File: src/rtl/isem_map.svh
// register offsets, field positions and reset values of the interrupt enable block
`ifndef ISEM_MAP_SVH
`define ISEM_MAP_SVH

`define ISEM_ENABLE_OFF       12'h0a8
`define ISEM_BITSET_OFF       12'h100
`define ISEM_BITCLR_OFF       12'h104
`define ISEM_FLAGS_OFF        12'h108
`define ISEM_REQ_OFF          12'h10c
`define ISEM_IRQ_STATUS_OFF   12'h110
`define ISEM_IRQ_MASK_OFF     12'h114

`define ISEM_GLOBAL_BIT       7
`define ISEM_CONVERTER_BIT    6
`define ISEM_BROWNOUT_BIT     5
`define ISEM_UART_BIT         4
`define ISEM_TIMER1_BIT       3
`define ISEM_EXT1_BIT         2
`define ISEM_TIMER0_BIT       1
`define ISEM_EXT0_BIT         0

`define ISEM_ENABLE_RESET     8'h00
`define ISEM_MASK_RESET       8'h00

`endif

File: src/rtl/isem_pkg.sv
// types shared by the interrupt enable block
package isem_pkg;
    typedef logic [7:0] isem_byte_t;
    typedef logic [6:0] isem_req_t;
endpackage

File: src/rtl/isem_interrupt_enable.sv
// interrupt source enable mask with apb register access
//
// Implementation choice: the APB register port.
`timescale 1ns/1ps
`default_nettype none
`include "isem_map.svh"

module isem_interrupt_enable
(
    // apb
    input  wire logic               pclk,
    input  wire logic               presetn,
    input  wire logic               psel,
    input  wire logic               penable,
    input  wire logic               pwrite,
    input  wire logic [11:0]        paddr,
    input  wire logic [31:0]        pwdata,
    input  wire logic [3:0]         pstrb,
    output logic      [31:0]        prdata,
    output logic                    pready,
    output logic                    pslverr,
    // source flags
    input  wire logic               converter_done_flag,
    input  wire logic               brownout_below,
    input  wire logic               uart_tx_done_flag,
    input  wire logic               uart_rx_done_flag,
    input  wire logic               timer1_overflow_flag,
    input  wire logic               ext_line1,
    input  wire logic               timer0_overflow_flag,
    input  wire logic               ext_line0,
    // to the core
    output isem_pkg::isem_req_t     core_req,
    output logic                    brownout_event_flag,
    output logic                    irq
);
    import isem_pkg::*;

    isem_byte_t interrupt_source_enable;
    isem_byte_t irq_status;
    isem_byte_t irq_mask;
    isem_req_t  next_req;
    isem_req_t  req_q;
    logic       below_q;
    logic       below_seen;
    logic       wr;
    logic       rd_ok;
    logic       brownout_crossing;
    isem_req_t  status_bits;
    logic       wr_enable;
    logic       wr_bitset;
    logic       wr_bitclr;
    logic       wr_flags;
    logic       wr_status;
    logic       wr_mask;

    function automatic logic hit(input logic [11:0] a, input logic [11:0] off);
        hit = (a[11:2] == off[11:2]);
    endfunction

    function automatic logic mapped(input logic [11:0] a);
        mapped = hit(a, `ISEM_ENABLE_OFF) || hit(a, `ISEM_BITSET_OFF)
              || hit(a, `ISEM_BITCLR_OFF) || hit(a, `ISEM_FLAGS_OFF)
              || hit(a, `ISEM_REQ_OFF) || hit(a, `ISEM_IRQ_STATUS_OFF)
              || hit(a, `ISEM_IRQ_MASK_OFF);
    endfunction

    // zero wait states: access phase always completes
    assign pready  = 1'b1;
    assign pslverr = psel && penable && !mapped(paddr);
    assign wr      = psel && penable && pwrite && mapped(paddr) && pstrb[0];
    assign rd_ok   = psel && !penable && !pwrite;

    // per-register write strobes, decoded once and shared by every register process
    assign wr_enable = wr && hit(paddr, `ISEM_ENABLE_OFF);
    assign wr_bitset = wr && hit(paddr, `ISEM_BITSET_OFF);
    assign wr_bitclr = wr && hit(paddr, `ISEM_BITCLR_OFF);
    assign wr_flags  = wr && hit(paddr, `ISEM_FLAGS_OFF);
    assign wr_status = wr && hit(paddr, `ISEM_IRQ_STATUS_OFF);
    assign wr_mask   = wr && hit(paddr, `ISEM_IRQ_MASK_OFF);

    // byte write plus write-one-to-set and write-one-to-clear byte ports
    always_ff @(posedge pclk or negedge presetn)
    begin
        if (!presetn)
            interrupt_source_enable <= `ISEM_ENABLE_RESET;
        else if (wr_enable)
            interrupt_source_enable <= pwdata[7:0];
        else if (wr_bitset)
            interrupt_source_enable <= interrupt_source_enable | pwdata[7:0];
        else if (wr_bitclr)
            interrupt_source_enable <= interrupt_source_enable & ~pwdata[7:0];
    end

    // the first sample after reset sees no crossing, since below_seen is still clear
    always_ff @(posedge pclk or negedge presetn)
    begin
        if (!presetn)
        begin
            below_q    <= 1'b0;
            below_seen <= 1'b0;
        end
        else
        begin
            below_q    <= brownout_below;
            below_seen <= 1'b1;
        end
    end

    assign brownout_crossing = below_seen && (below_q != brownout_below);

    // set beats a simultaneous software clear so no crossing is lost
    always_ff @(posedge pclk or negedge presetn)
    begin
        if (!presetn)
            brownout_event_flag <= 1'b0;
        else if (brownout_crossing)
            brownout_event_flag <= 1'b1;
        else if (wr_flags && pwdata[`ISEM_BROWNOUT_BIT])
            brownout_event_flag <= 1'b0;
    end

    always_comb
    begin
        next_req = '0;
        if (interrupt_source_enable[`ISEM_GLOBAL_BIT])
        begin
            next_req[6] = converter_done_flag
                && interrupt_source_enable[`ISEM_CONVERTER_BIT];
            next_req[5] = brownout_event_flag
                && interrupt_source_enable[`ISEM_BROWNOUT_BIT];
            next_req[4] = (uart_tx_done_flag || uart_rx_done_flag)
                && interrupt_source_enable[`ISEM_UART_BIT];
            next_req[3] = timer1_overflow_flag
                && interrupt_source_enable[`ISEM_TIMER1_BIT];
            next_req[2] = ext_line1
                && interrupt_source_enable[`ISEM_EXT1_BIT];
            next_req[1] = timer0_overflow_flag
                && interrupt_source_enable[`ISEM_TIMER0_BIT];
            next_req[0] = ext_line0
                && interrupt_source_enable[`ISEM_EXT0_BIT];
        end
    end

    // the core sees the gated requests in the same cycle
    assign core_req = next_req;

    always_ff @(posedge pclk or negedge presetn)
    begin
        if (!presetn)
            req_q <= '0;
        else
            req_q <= next_req;
    end

    // sticky status: rising request edge sets, write-one clears, set wins
    // one flop per source, so a clear of one bit never races another source's set
    genvar g;
    generate
        for (g = 0; g < 7; g++)
        begin : g_status
            always_ff @(posedge pclk or negedge presetn)
            begin
                if (!presetn)
                    status_bits[g] <= 1'b0;
                else if (next_req[g] && !req_q[g])
                    status_bits[g] <= 1'b1;
                else if (wr_status && pwdata[g])
                    status_bits[g] <= 1'b0;
            end
        end
    endgenerate

    // bit 7 has no source behind it and always reads zero
    assign irq_status = {1'b0, status_bits};

    always_ff @(posedge pclk or negedge presetn)
    begin
        if (!presetn)
            irq_mask <= `ISEM_MASK_RESET;
        else if (wr_mask)
            irq_mask <= {1'b0, pwdata[6:0]};
    end

    always_ff @(posedge pclk or negedge presetn)
    begin
        if (!presetn)
            irq <= 1'b0;
        else
            irq <= |(irq_status & irq_mask);
    end

    // read data registered in the setup phase, valid in the access phase
    always_ff @(posedge pclk or negedge presetn)
    begin
        if (!presetn)
            prdata <= 32'h0000_0000;
        else if (rd_ok)
        begin
            if (hit(paddr, `ISEM_ENABLE_OFF))
                prdata <= {24'h00_0000, interrupt_source_enable};
            else if (hit(paddr, `ISEM_FLAGS_OFF))
                prdata <= {26'h000_0000, brownout_event_flag, 5'h00};
            else if (hit(paddr, `ISEM_REQ_OFF))
                prdata <= {25'h000_0000, next_req};
            else if (hit(paddr, `ISEM_IRQ_STATUS_OFF))
                prdata <= {24'h00_0000, irq_status};
            else if (hit(paddr, `ISEM_IRQ_MASK_OFF))
                prdata <= {24'h00_0000, irq_mask};
            else
                prdata <= 32'h0000_0000;
        end
    end
endmodule
`default_nettype wire

File: config.mk
export PLATFORM = sky130hd
export DESIGN_NAME = isem_interrupt_enable
export DESIGN_NICKNAME = d
export VERILOG_FILES = /design/src/rtl/isem_pkg.sv /design/src/rtl/isem_interrupt_enable.sv
export VERILOG_INCLUDE_DIRS = /design/src /design/src/rtl
export SDC_FILE = /design/constraint.sdc
export NUM_CORES = 1
export LEC_CHECK = 0
export ABC_AREA = 1
export BUFFER_PORTS_ARGS = -buffer_cell sky130_fd_sc_hd__buf_2
export CORE_MARGIN = 10
export CORE_UTILIZATION = 43
export DETAILED_ROUTE_END_ITERATION = 16
export GPL_ROUTABILITY_DRIVEN = 0
export GPL_TIMING_DRIVEN = 0
export PLACE_DENSITY = 0.76
export SKIP_CTS_REPAIR_TIMING = 1
export SLEW_MARGIN = 25
export SYNTH_ARGS = -nofsm -noshare
export SYNTH_HDL_FRONTEND = slang
export SYNTH_SLANG_ARGS = --single-unit
File: constraint.sdc
create_clock -name pclk -period 1 [get_ports pclk]
set_input_delay 0.15 -clock pclk [delete_from_list [all_inputs] [get_ports pclk]]
set_output_delay 0.15 -clock pclk [all_outputs]
set_load 0.02 [all_outputs]
==> reports/results.ini, run 1 <==
[power_and_ir_drop]
total_power_w=0.00318
power.switching_w=0.000864
power.sequential.fraction_pct=52.2
combPwrFrac_pct=15.6
power_density_mw_per_mm2=897
switching_fraction_pct=27.1
share_clk_of_total_power_pct=32.2
internal_power_of_the_cells_w=0.00232
p_leak_nw=1.77
peakVddDrop_mv=1.01

[setup_path]
crit_top_cell=sky130_fd_sc_hd__nor2_4
cell_at_the_slowest_stage_of_the_critical_path=sky130_fd_sc_hd__nor2_4
worst_ep_required_time_ps=850
critical_path_peak_fanout=6
worstSetupStartpointType=input pin
ff2ff_path_depth=3
path_cells=buf_6, nor2_4, nand3_4, inv_2, nand2_2, nand2_4, nor2_4, nand2_8, nor2_4, buf_6
worst_ep_arrival_time_ps=1150
r2r_slack_ps=-160
max_stage_delay_ps=220
reg2reg_to=irq$_DFF_PN0_
endpoint_kind=output port
path_class=input pin to output port
r2r-start=irq_mask[3]$_DFFE_PN0P_

[layout]
fin_nets=469
fill_cells=443
most_common_cell_after_layout_fill_and_taps_aside=sky130_fd_sc_hd__nand2_1
post_route_cells_drive_above_1_share_pct=45.6
area_delta_synth_final_pct=46.3
num_antenna_cells=0
register_area_mm2=0.00103
multiInputGateArea_mm2=0.00145
final_core_utilization_pct=64.5
commonest_non_fill_non_tap_cells_in_the_layout=71 x sky130_fd_sc_hd__nand2_1, 49 x sky130_fd_sc_hd__buf_4, 39 x sky130_fd_sc_hd__dfrtp_1, 28 x sky130_fd_sc_hd__buf_2, 26 x sky130_fd_sc_hd__conb_1

[route]
detail_route.drc_violations=0
final_antenna_net_count=0
vias=2408
detail_route.iter0.violations=183
routed_wire_length_per_instance_um=15.5
post_drt_via_cell_ratio=5.02
wl_um=7420
drt_first_pass_iters=4

[clock_network]
ctsLongestPathBuffers=2
insertion_delay_ps=290
clock_buffers_created_by_tritoncts=5
clk_pin_slew_ps=70
cts_root_buf=sky130_fd_sc_hd__clkbuf_8
clkSinkCount=41
clock_tree.htree_level_count=2
cts_tree=built

[grt]
grt_usage_pct=14.4
antenna_found_initial=0
grt_overflow=0
global_route_wire_length_before_repair_um=10400
grt_max_degree=42
grt_pass1_vias=2181

[synthesis]
synth-compound-area-share_pct=8.72
synth_top_family_by_area=simple AND/OR/NAND/NOR gates
post_synthesis_cell_area_mm2=0.00243
synthesis.yosys.warnings=0
post_synth_num_cell_types=31
total_of_flip_flops_plus_latches_after_synthesis=41
synth_cells=307
yosys.area_share.simple_pct=35.3
synthMuxAreaShare_pct=0
synth.avg_cell_area_um2=7.90
synth-xor-area-share_pct=0
synth-seq-area-share_pct=42.3
post_synth_fa_ha_maj_area_fraction_pct=0

[floorplan]
die_y_um=95.1
std_cell_rows=27
chipWidth_um=95.1
die_footprint_mm2=0.00905
core_area_mm2=0.00551
num_io_pins=104
initial_core_util_pct=44.1

[timing]
number_of_pins_exceeding_their_max_slew_limit_in_the_final_report=0
postLayoutSetupSlackWorst_ps=-305
setup_repair_after_global_routing_missed_its_margin=true
setup_total_negative_slack_ps=-7530
fin_skew_ps=6.89
worst_pin_slew_ps=528
period_needed_ps=1300
hold_viol=0
max_freq_mhz=767
final_min_period_over_clock_period_pct=130
max_slew_margin_pct=64.8
tightest_hold_margin_ps=76.3
setup_violations=40

[worst_hold_path]
type_of_the_worst_min_delay_path=input pin to flip-flop
hold_path_depth=3
worst_hold_startpoint=pwdata[7]

[job]
maxCapViolations=0

[status]
failed_checks=setup timing
outcome=complete, but fails checks

[placement]
place_hpwl_um=4910
numPortBuffers=49
dp_slack_ps=-600

## power groups by stage
stage	clock [W]	combinational, W	sequential (W)
global placement	0	0.000402	0.00169
finish	0.00103	0.000495	0.00166
detailed placement	0	0.000412	0.00169
floorplan	0	0.000262	0.00170
CTS	0.00104	0.000412	0.00166
global route	0.00111	0.000538	0.00166
## cell type report
cell class / count / area share, %
inverters: 27 / 3.28
multi-input cells: 232 / 40.7
clock buffers: 6 / 2.04
repair buffers: 70 / 15.4
clock inverters: 1 / 0.141
flip-flops and latches: 41 / 29.0
well taps: 72 / 2.54
plain buffers: 31 / 6.91
## routing by layer
metal | wire length, µm | up-vias | track usage, %
met5 | 0 | - | 0
met4 | 122 | 0 | 3.99
met3 | 649 | 16 | 4.40
met2 | 3730 | 106 | 24.2
met1 | 2920 | 1122 | 17.4
li1 | - | 1164 | -
## through the flow
| step | area, µm² | std cells |
|---|---|---|
| 2_1_floorplan | 2600 | 331 |
| 3_3_place_gp | 2930 | 452 |
| 3_5_place_dp | 2930 | 452 |
| 4_1_cts | 3010 | 459 |
| 5_1_grt | 3550 | 480 |
| 6_report | 3550 | 480 |
## how the worst max path moves through the flow
stage / end / cells past startpoint / slack [ps] / from
floorplan: irq_mask[4]$_DFFE_PN0P_ / 11 / -220 / paddr[11]
global placement: flip-flop / 10 / -570 / paddr[3]
detailed placement: flip-flop / 10 / -600 / paddr[3]
CTS: pslverr / 11 / -380 / paddr[3]
global route: pslverr / 10 / -360 / paddr[10]
finish: pslverr / 10 / -300 / paddr[10]
## critical path: cells and delay by family
family	cells	cell delay (ps)
and+or+nand+nor	7	700
buffers and inverters	3	300
## logic make-up after synthesis
logic type / after synthesis
AND/OR/NAND/NOR: 171
flip-flops: 41
buffers and inverters: 58
other: 2
AO/OA/AOI/OAI: 35
## cells in the mapped netlist
| library cell | count | area (µm²) |
|---|---|---|
| sky130_fd_sc_hd__nand2_1 | 73 | 274 |
| sky130_fd_sc_hd__conb_1 | 2 | 7.51 |
| sky130_fd_sc_hd__nand4_1 | 23 | 144 |
| sky130_fd_sc_hd__buf_1 | 1 | 3.75 |
| sky130_fd_sc_hd__o21ai_0 | 9 | 45.0 |
| sky130_fd_sc_hd__a22o_1 | 1 | 8.76 |
| sky130_fd_sc_hd__nor2_4 | 4 | 45.0 |
| sky130_fd_sc_hd__nor3_2 | 1 | 10.0 |
| sky130_fd_sc_hd__a21oi_1 | 8 | 40.0 |
| sky130_fd_sc_hd__nand3_1 | 22 | 110 |
| sky130_fd_sc_hd__or2_2 | 2 | 12.5 |
| sky130_fd_sc_hd__dfrtp_1 | 41 | 1030 |
| sky130_fd_sc_hd__nand2_4 | 2 | 22.5 |
| sky130_fd_sc_hd__inv_2 | 6 | 22.5 |
| sky130_fd_sc_hd__clkbuf_1 | 2 | 7.51 |
| sky130_fd_sc_hd__nor2_1 | 28 | 105 |
| sky130_fd_sc_hd__buf_4 | 25 | 188 |
| sky130_fd_sc_hd__and2_1 | 1 | 6.26 |
| sky130_fd_sc_hd__nand2_2 | 6 | 37.5 |
| sky130_fd_sc_hd__o21ai_2 | 7 | 61.3 |
| sky130_fd_sc_hd__inv_1 | 19 | 71.3 |
| sky130_fd_sc_hd__nand3_2 | 2 | 20.0 |
| sky130_fd_sc_hd__buf_8 | 1 | 15.0 |
| sky130_fd_sc_hd__nor2_2 | 5 | 31.3 |
| sky130_fd_sc_hd__nand3_4 | 1 | 17.5 |
| sky130_fd_sc_hd__clkinv_1 | 2 | 7.51 |
| sky130_fd_sc_hd__nand2_8 | 1 | 20.0 |
| sky130_fd_sc_hd__buf_2 | 2 | 10.0 |
| sky130_fd_sc_hd__o31ai_1 | 1 | 7.51 |
| sky130_fd_sc_hd__a221oi_1 | 1 | 8.76 |
| sky130_fd_sc_hd__o21ai_1 | 8 | 40.0 |
No activity file was read; power rests on OpenSTA's default activity.
==> run 2, diff against run 1 <==
Settings changed: CORE_MARGIN 10 to default, PLACE_DENSITY 0.76 to 0.79.
==> run 2 against run 1 <==
  * The flow still finishes with violations (setup timing)
  * First-iteration DRC count grew 22%
  * Combinational power is 2% higher
  * Count of clock-buffer cells in the layout grew 1
  * Sequential share of layout area is 0.69 points lower
  * Register-to-register slack got worse by 40 ps
  * Non-clock buffer count is 5 higher
  * Utilization grew 4.5 points
  * Largest cell class unchanged
  * Highest routed layer unchanged
==> reports/results.ini, run 2 (synthesis results as in run 1) <==
[setup_path]
cell_at_the_slowest_stage_of_the_critical_path=sky130_fd_sc_hd__clkbuf_16
worst_ep_required_time_ps=1230
crit_top_cell=sky130_fd_sc_hd__nor2_2
max_stage_delay_ps=200
ff2ff_path_depth=6
path_class=input pin to flip-flop
worst_ep_arrival_time_ps=1530
reg2reg_to=prdata[4]$_DFFE_PN0P_
critical_path_peak_fanout=6
worstSetupStartpointType=input pin
cp_num_buf_inv=3
path_cells=buf_2, nor2_2, nand2_1, nor2_2, nand2_2, nand2_4, nor2_4, nand2_8, buf_12, nand3_4, clkbuf_16, o21ai_2
r2r_slack_ps=-200
timing.critical_path.max_delay_family=simple AND/OR/NAND/NOR gates
endpoint_kind=flip-flop

[grt]
grt_usage_pct=20.9
grt_pass1_vias=2153
grt_max_degree=42
antenna_found_initial=0
global_route_wire_length_before_repair_um=9760
grt_overflow=0

[clock_network]
clock_buffers_created_by_tritoncts=5
cts_tree=built
insertion_delay_ps=300
clk_pin_slew_ps=80
clkSinkCount=41
ctsLongestPathBuffers=2
cts_root_buf=sky130_fd_sc_hd__clkbuf_8
clock_tree.htree_level_count=2

[worst_hold_path]
type_of_the_worst_min_delay_path=input pin to flip-flop
hold_path_depth=3
worst_hold_startpoint=pwdata[7]

[layout]
most_common_cell_after_layout_fill_and_taps_aside=sky130_fd_sc_hd__nand2_1
multiInputGateArea_mm2=0.00141
post_route_cells_drive_above_1_share_pct=45.9
register_area_mm2=0.00103
commonest_non_fill_non_tap_cells_in_the_layout=70 x sky130_fd_sc_hd__nand2_1, 47 x sky130_fd_sc_hd__buf_4, 39 x sky130_fd_sc_hd__dfrtp_1, 30 x sky130_fd_sc_hd__buf_2, 26 x sky130_fd_sc_hd__conb_1
fill_cells=427
num_antenna_cells=0
area_delta_synth_final_pct=49.9
fin_nets=474

[timing]
postLayoutSetupSlackWorst_ps=-300
worst_pin_slew_ps=577
setup_total_negative_slack_ps=-7850
final_min_period_over_clock_period_pct=130
max_freq_mhz=769
setup_repair_after_global_routing_missed_its_margin=true
number_of_pins_exceeding_their_max_slew_limit_in_the_final_report=0
fin_skew_ps=7.77
hold_viol=0
setup_violations=40
max_slew_margin_pct=61.6
period_needed_ps=1300

[floorplan]
std_cell_rows=26
num_io_pins=104
die_y_um=77.1
initial_core_util_pct=46.0
die_footprint_mm2=0.00595
core_area_mm2=0.00527
chipWidth_um=77.1

[route]
wl_um=7200
detail_route.drc_violations=0
detail_route.iter0.violations=224
final_antenna_net_count=0
post_drt_via_cell_ratio=5.21
vias=2521
routed_wire_length_per_instance_um=14.9
drt_first_pass_iters=4

[power_and_ir_drop]
peakVddDrop_mv=1.18
switching_fraction_pct=25.1
power.switching_w=0.000896
internal_power_of_the_cells_w=0.00267
power.sequential.fraction_pct=46.6
share_clk_of_total_power_pct=39.2
power_density_mw_per_mm2=980
combPwrFrac_pct=14.2
p_leak_nw=1.81

[status]
outcome=complete, but fails checks
failed_checks=setup timing

[placement]
place_hpwl_um=4290
dp_slack_ps=-630
numPortBuffers=49

[job]
maxCapViolations=0

[run 2: cell types whose count changed in the layout (fill, tap and decap cells not counted), moves of 2 or more]
cell                      delta
sky130_fd_sc_hd__buf_12      +2
sky130_fd_sc_hd__buf_2       +2
sky130_fd_sc_hd__buf_4       -2
sky130_fd_sc_hd__nand3_1     +2
[run 2: metal layers]
metal | wire, µm | global-route usage (%) | vias up
li1 | - | - | 1176
met1 | 2850 | 26.9 | 1169
met2 | 3590 | 34.6 | 146
met3 | 534 | 3.57 | 30
met4 | 225 | 8.87 | 0
met5 | 0 | 0 | -
[run 2: power by group through the flow]
stage               combinational (W)  sequential [W]  clock (W)
finish                       0.000505         0.00166    0.00140
global route                 0.000543         0.00166    0.00147
CTS                          0.000408         0.00166    0.00140
detailed placement           0.000407         0.00169          0
global placement             0.000401         0.00169          0
floorplan                    0.000262         0.00170          0
[run 2: worst max path at each step]
stage | start | endpoint | cells past startpoint
6_report | paddr[6] | irq_mask[1]$_DFFE_PN0P_ | 12
5_1_grt | paddr[6] | irq_mask[1]$_DFFE_PN0P_ | 12
4_1_cts | paddr[3] | pslverr | 11
3_5_place_dp | paddr[3] | flip-flop | 10
3_3_place_gp | paddr[3] | flip-flop | 10
2_1_floorplan | paddr[11] | irq_mask[4]$_DFFE_PN0P_ | 11
[run 2: through the flow]
stage / area [µm²] / hold slack (ps) / power, W / util (%) / instances
after global placement: 2930 / 282 / 0.00210 / 55.6 / 450
final: 3640 / 70.2 / 0.00356 / 69.0 / 484
after CTS: 3050 / -21.2 / 0.00347 / 57.8 / 458
after detailed placement: 2930 / 289 / 0.00210 / 55.6 / 450
after global routing: 3640 / 94.5 / 0.00367 / 69.0 / 484
after floorplan: 2600 / -146 / 0.00196 / - / 331
[run 2: worst reg2reg max path: stages, from the launching register on]
cell,delay [ps]
sky130_fd_sc_hd__dfrtp_2,460
sky130_fd_sc_hd__inv_8,140
sky130_fd_sc_hd__nor2_4,70
sky130_fd_sc_hd__nand3_2,90
sky130_fd_sc_hd__nand3_2,80
sky130_fd_sc_hd__a21oi_2,160
sky130_fd_sc_hd__o21ai_1,90
[run 2: cell type report]
class	instances	area share [%]
Clock inverter	1	0.826
Buffer	31	6.85
Inverter	27	3.27
Tap cell	70	2.41
Timing Repair Buffer	75	17.1
Sequential cell	41	28.3
Clock buffer	7	2.37
Multi-Input combinational cell	232	38.9
==> run 3, diff against run 2 <==
Settings changed: CAP_MARGIN from default to 20, CORE_UTILIZATION 43 to 31, PLACE_DENSITY 0.79 to default, PLACE_DENSITY_LB_ADDON from default to 0.1.
==> run 3 against run 2 <==
  * The flow still finishes with violations (setup timing)
  * Via count fell by 8.9%
  * Count of clock-buffer cells in the layout down 2
  * Sequential share of layout area up 0.81 points
  * Flip-flop and latch count stayed put
  * Worst hold slack better by 9.8 ps
  * Fmax increased by 2.4%
  * Critical path depth fell by 1
  * Critical endpoint is now irq_mask[5]$_DFFE_PN0P_
  * Largest power group unchanged
==> reports/results.ini, run 3 (synthesis results as in run 1) <==
[status]
outcome=complete, but fails checks
failed_checks=setup timing

[route]
detail_route.drc_violations=0
detail_route.iter0.violations=151
final_antenna_net_count=0
drt_first_pass_iters=4
wl_um=6740
post_drt_via_cell_ratio=4.46
routed_wire_length_per_instance_um=13.1
vias=2296

[grt]
global_route_wire_length_before_repair_um=10300
antenna_found_initial=0
grt_max_degree=42
grt_overflow=0
grt_usage_pct=16.3
grt_pass1_vias=1991

[layout]
final_core_utilization_pct=47.7
num_antenna_cells=0
fin_nets=476
area_delta_synth_final_pct=45.7
most_common_cell_after_layout_fill_and_taps_aside=sky130_fd_sc_hd__nand2_1
commonest_non_fill_non_tap_cells_in_the_layout=73 x sky130_fd_sc_hd__nand2_1, 49 x sky130_fd_sc_hd__buf_4, 39 x sky130_fd_sc_hd__dfrtp_1, 32 x sky130_fd_sc_hd__buf_2, 26 x sky130_fd_sc_hd__conb_1
post_route_cells_drive_above_1_share_pct=43.0

[timing]
worst_pin_slew_ps=517
period_needed_ps=1270
postLayoutSetupSlackWorst_ps=-269
setup_violations=40
tightest_hold_margin_ps=80.0
number_of_pins_exceeding_their_max_slew_limit_in_the_final_report=0
fin_skew_ps=7.37
final_min_period_over_clock_period_pct=127
max_slew_margin_pct=65.6
max_freq_mhz=788
setup_repair_after_global_routing_missed_its_margin=true
hold_viol=0

[placement]
place_hpwl_um=4560
numPortBuffers=49
dp_slack_ps=-678

[clock_network]
cts_tree=built
clkSinkCount=41
insertion_delay_ps=290
cts_root_buf=sky130_fd_sc_hd__clkbuf_8
clock_tree.htree_level_count=2
ctsLongestPathBuffers=2
clk_pin_slew_ps=80
clock_buffers_created_by_tritoncts=5

[setup_path]
worst_ep_arrival_time_ps=1460
endpoint_kind=flip-flop
worstSetupStartpointType=input pin
path_class=input pin to flip-flop
critical_path_peak_fanout=6
worst_ep_required_time_ps=1190

[floorplan]
chipWidth_um=90.5
num_io_pins=104
initial_core_util_pct=32.7
die_y_um=90.5
die_footprint_mm2=0.00818
core_area_mm2=0.00741
std_cell_rows=31

[power_and_ir_drop]
power_density_mw_per_mm2=911
p_leak_nw=1.75
peakVddDrop_mv=0.479

[job]
maxCapViolations=0

[worst_hold_path]
type_of_the_worst_min_delay_path=input pin to flip-flop

run 3: changes by cell type in the layout (fill, tap and decap cells not counted), sizes merged:
cell	change
clkbuf	-1
bufinv	-1
clkinv	+1
clkinvlp	+2
buf	+1
run 3: per-layer routing:
layer / part of all wire [%] / global-route usage [%] / up-vias
li1: - / - / 1179
met1: 48 / 23.3 / 1059
met2: 48 / 25.4 / 54
met3: 3.4 / 3.54 / 4
met4: 0.61 / 2.82 / 0
met5: 0 / 0 / -
run 3: metrics by stage:
stage	instance area (µm²)	cells	setup TNS (ps)	total power (W)
2_1_floorplan	2600	331	-3760	0.00196
3_3_place_gp	2970	479	-17510	0.00211
3_5_place_dp	2970	479	-17490	0.00211
4_1_cts	3050	487	-10830	0.00320
5_1_grt	3530	515	-10550	0.00338
6_report	3530	515	-7300	0.00322
run 3: worst paths after layout:
check	start	end	slack, ps	cells past startpoint
max	paddr[11]	irq_mask[5]$_DFFE_PN0P_	-270	11
min	pwdata[7]	flip-flop	80	3
max reg2reg	irq_status[3]$_DFFE_PN0P_	irq$_DFF_PN0_	-170	3
min reg2reg	prdata[7]$_DFFE_PN0P_	prdata[7]$_DFFE_PN0P_	480	2
max in group asynchronous	presetn	brownout_event_flag$_DFFE_PN0P_	270	3
min in group asynchronous	presetn	prdata[7]$_DFFE_PN0P_	260	2
run 3: final cells by class:
class | instances | area, µm²
buffer | 31 | 234
clock buffer | 5 | 68.8
clock inverter | 3 | 17.5
inverter | 27 | 118
multi-input combinational | 232 | 1330
timing repair buffer | 77 | 618
sequential | 41 | 1030
fill | 764 | 3870
tap | 99 | 124
run 3: power by group:
group	switching [W]	leakage (nW)	internal, W
sequential	0.00000125	0.556	0.00166
clock	0.000594	0.0439	0.000482
combinational	0.000296	1.15	0.000187
total	0.000891	1.75	0.00233
run 3: worst max-delay path, stage by stage:
cell and delay [ps]:
sky130_fd_sc_hd__buf_2 110, sky130_fd_sc_hd__nor2_4 200, sky130_fd_sc_hd__nand2_2 120, sky130_fd_sc_hd__a21oi_2 190, sky130_fd_sc_hd__nor2_4 80, sky130_fd_sc_hd__nand2_8 90, sky130_fd_sc_hd__buf_6 120, sky130_fd_sc_hd__nand3_4 120
sky130_fd_sc_hd__buf_12 180, sky130_fd_sc_hd__nand2_2 50, sky130_fd_sc_hd__o21ai_2 40
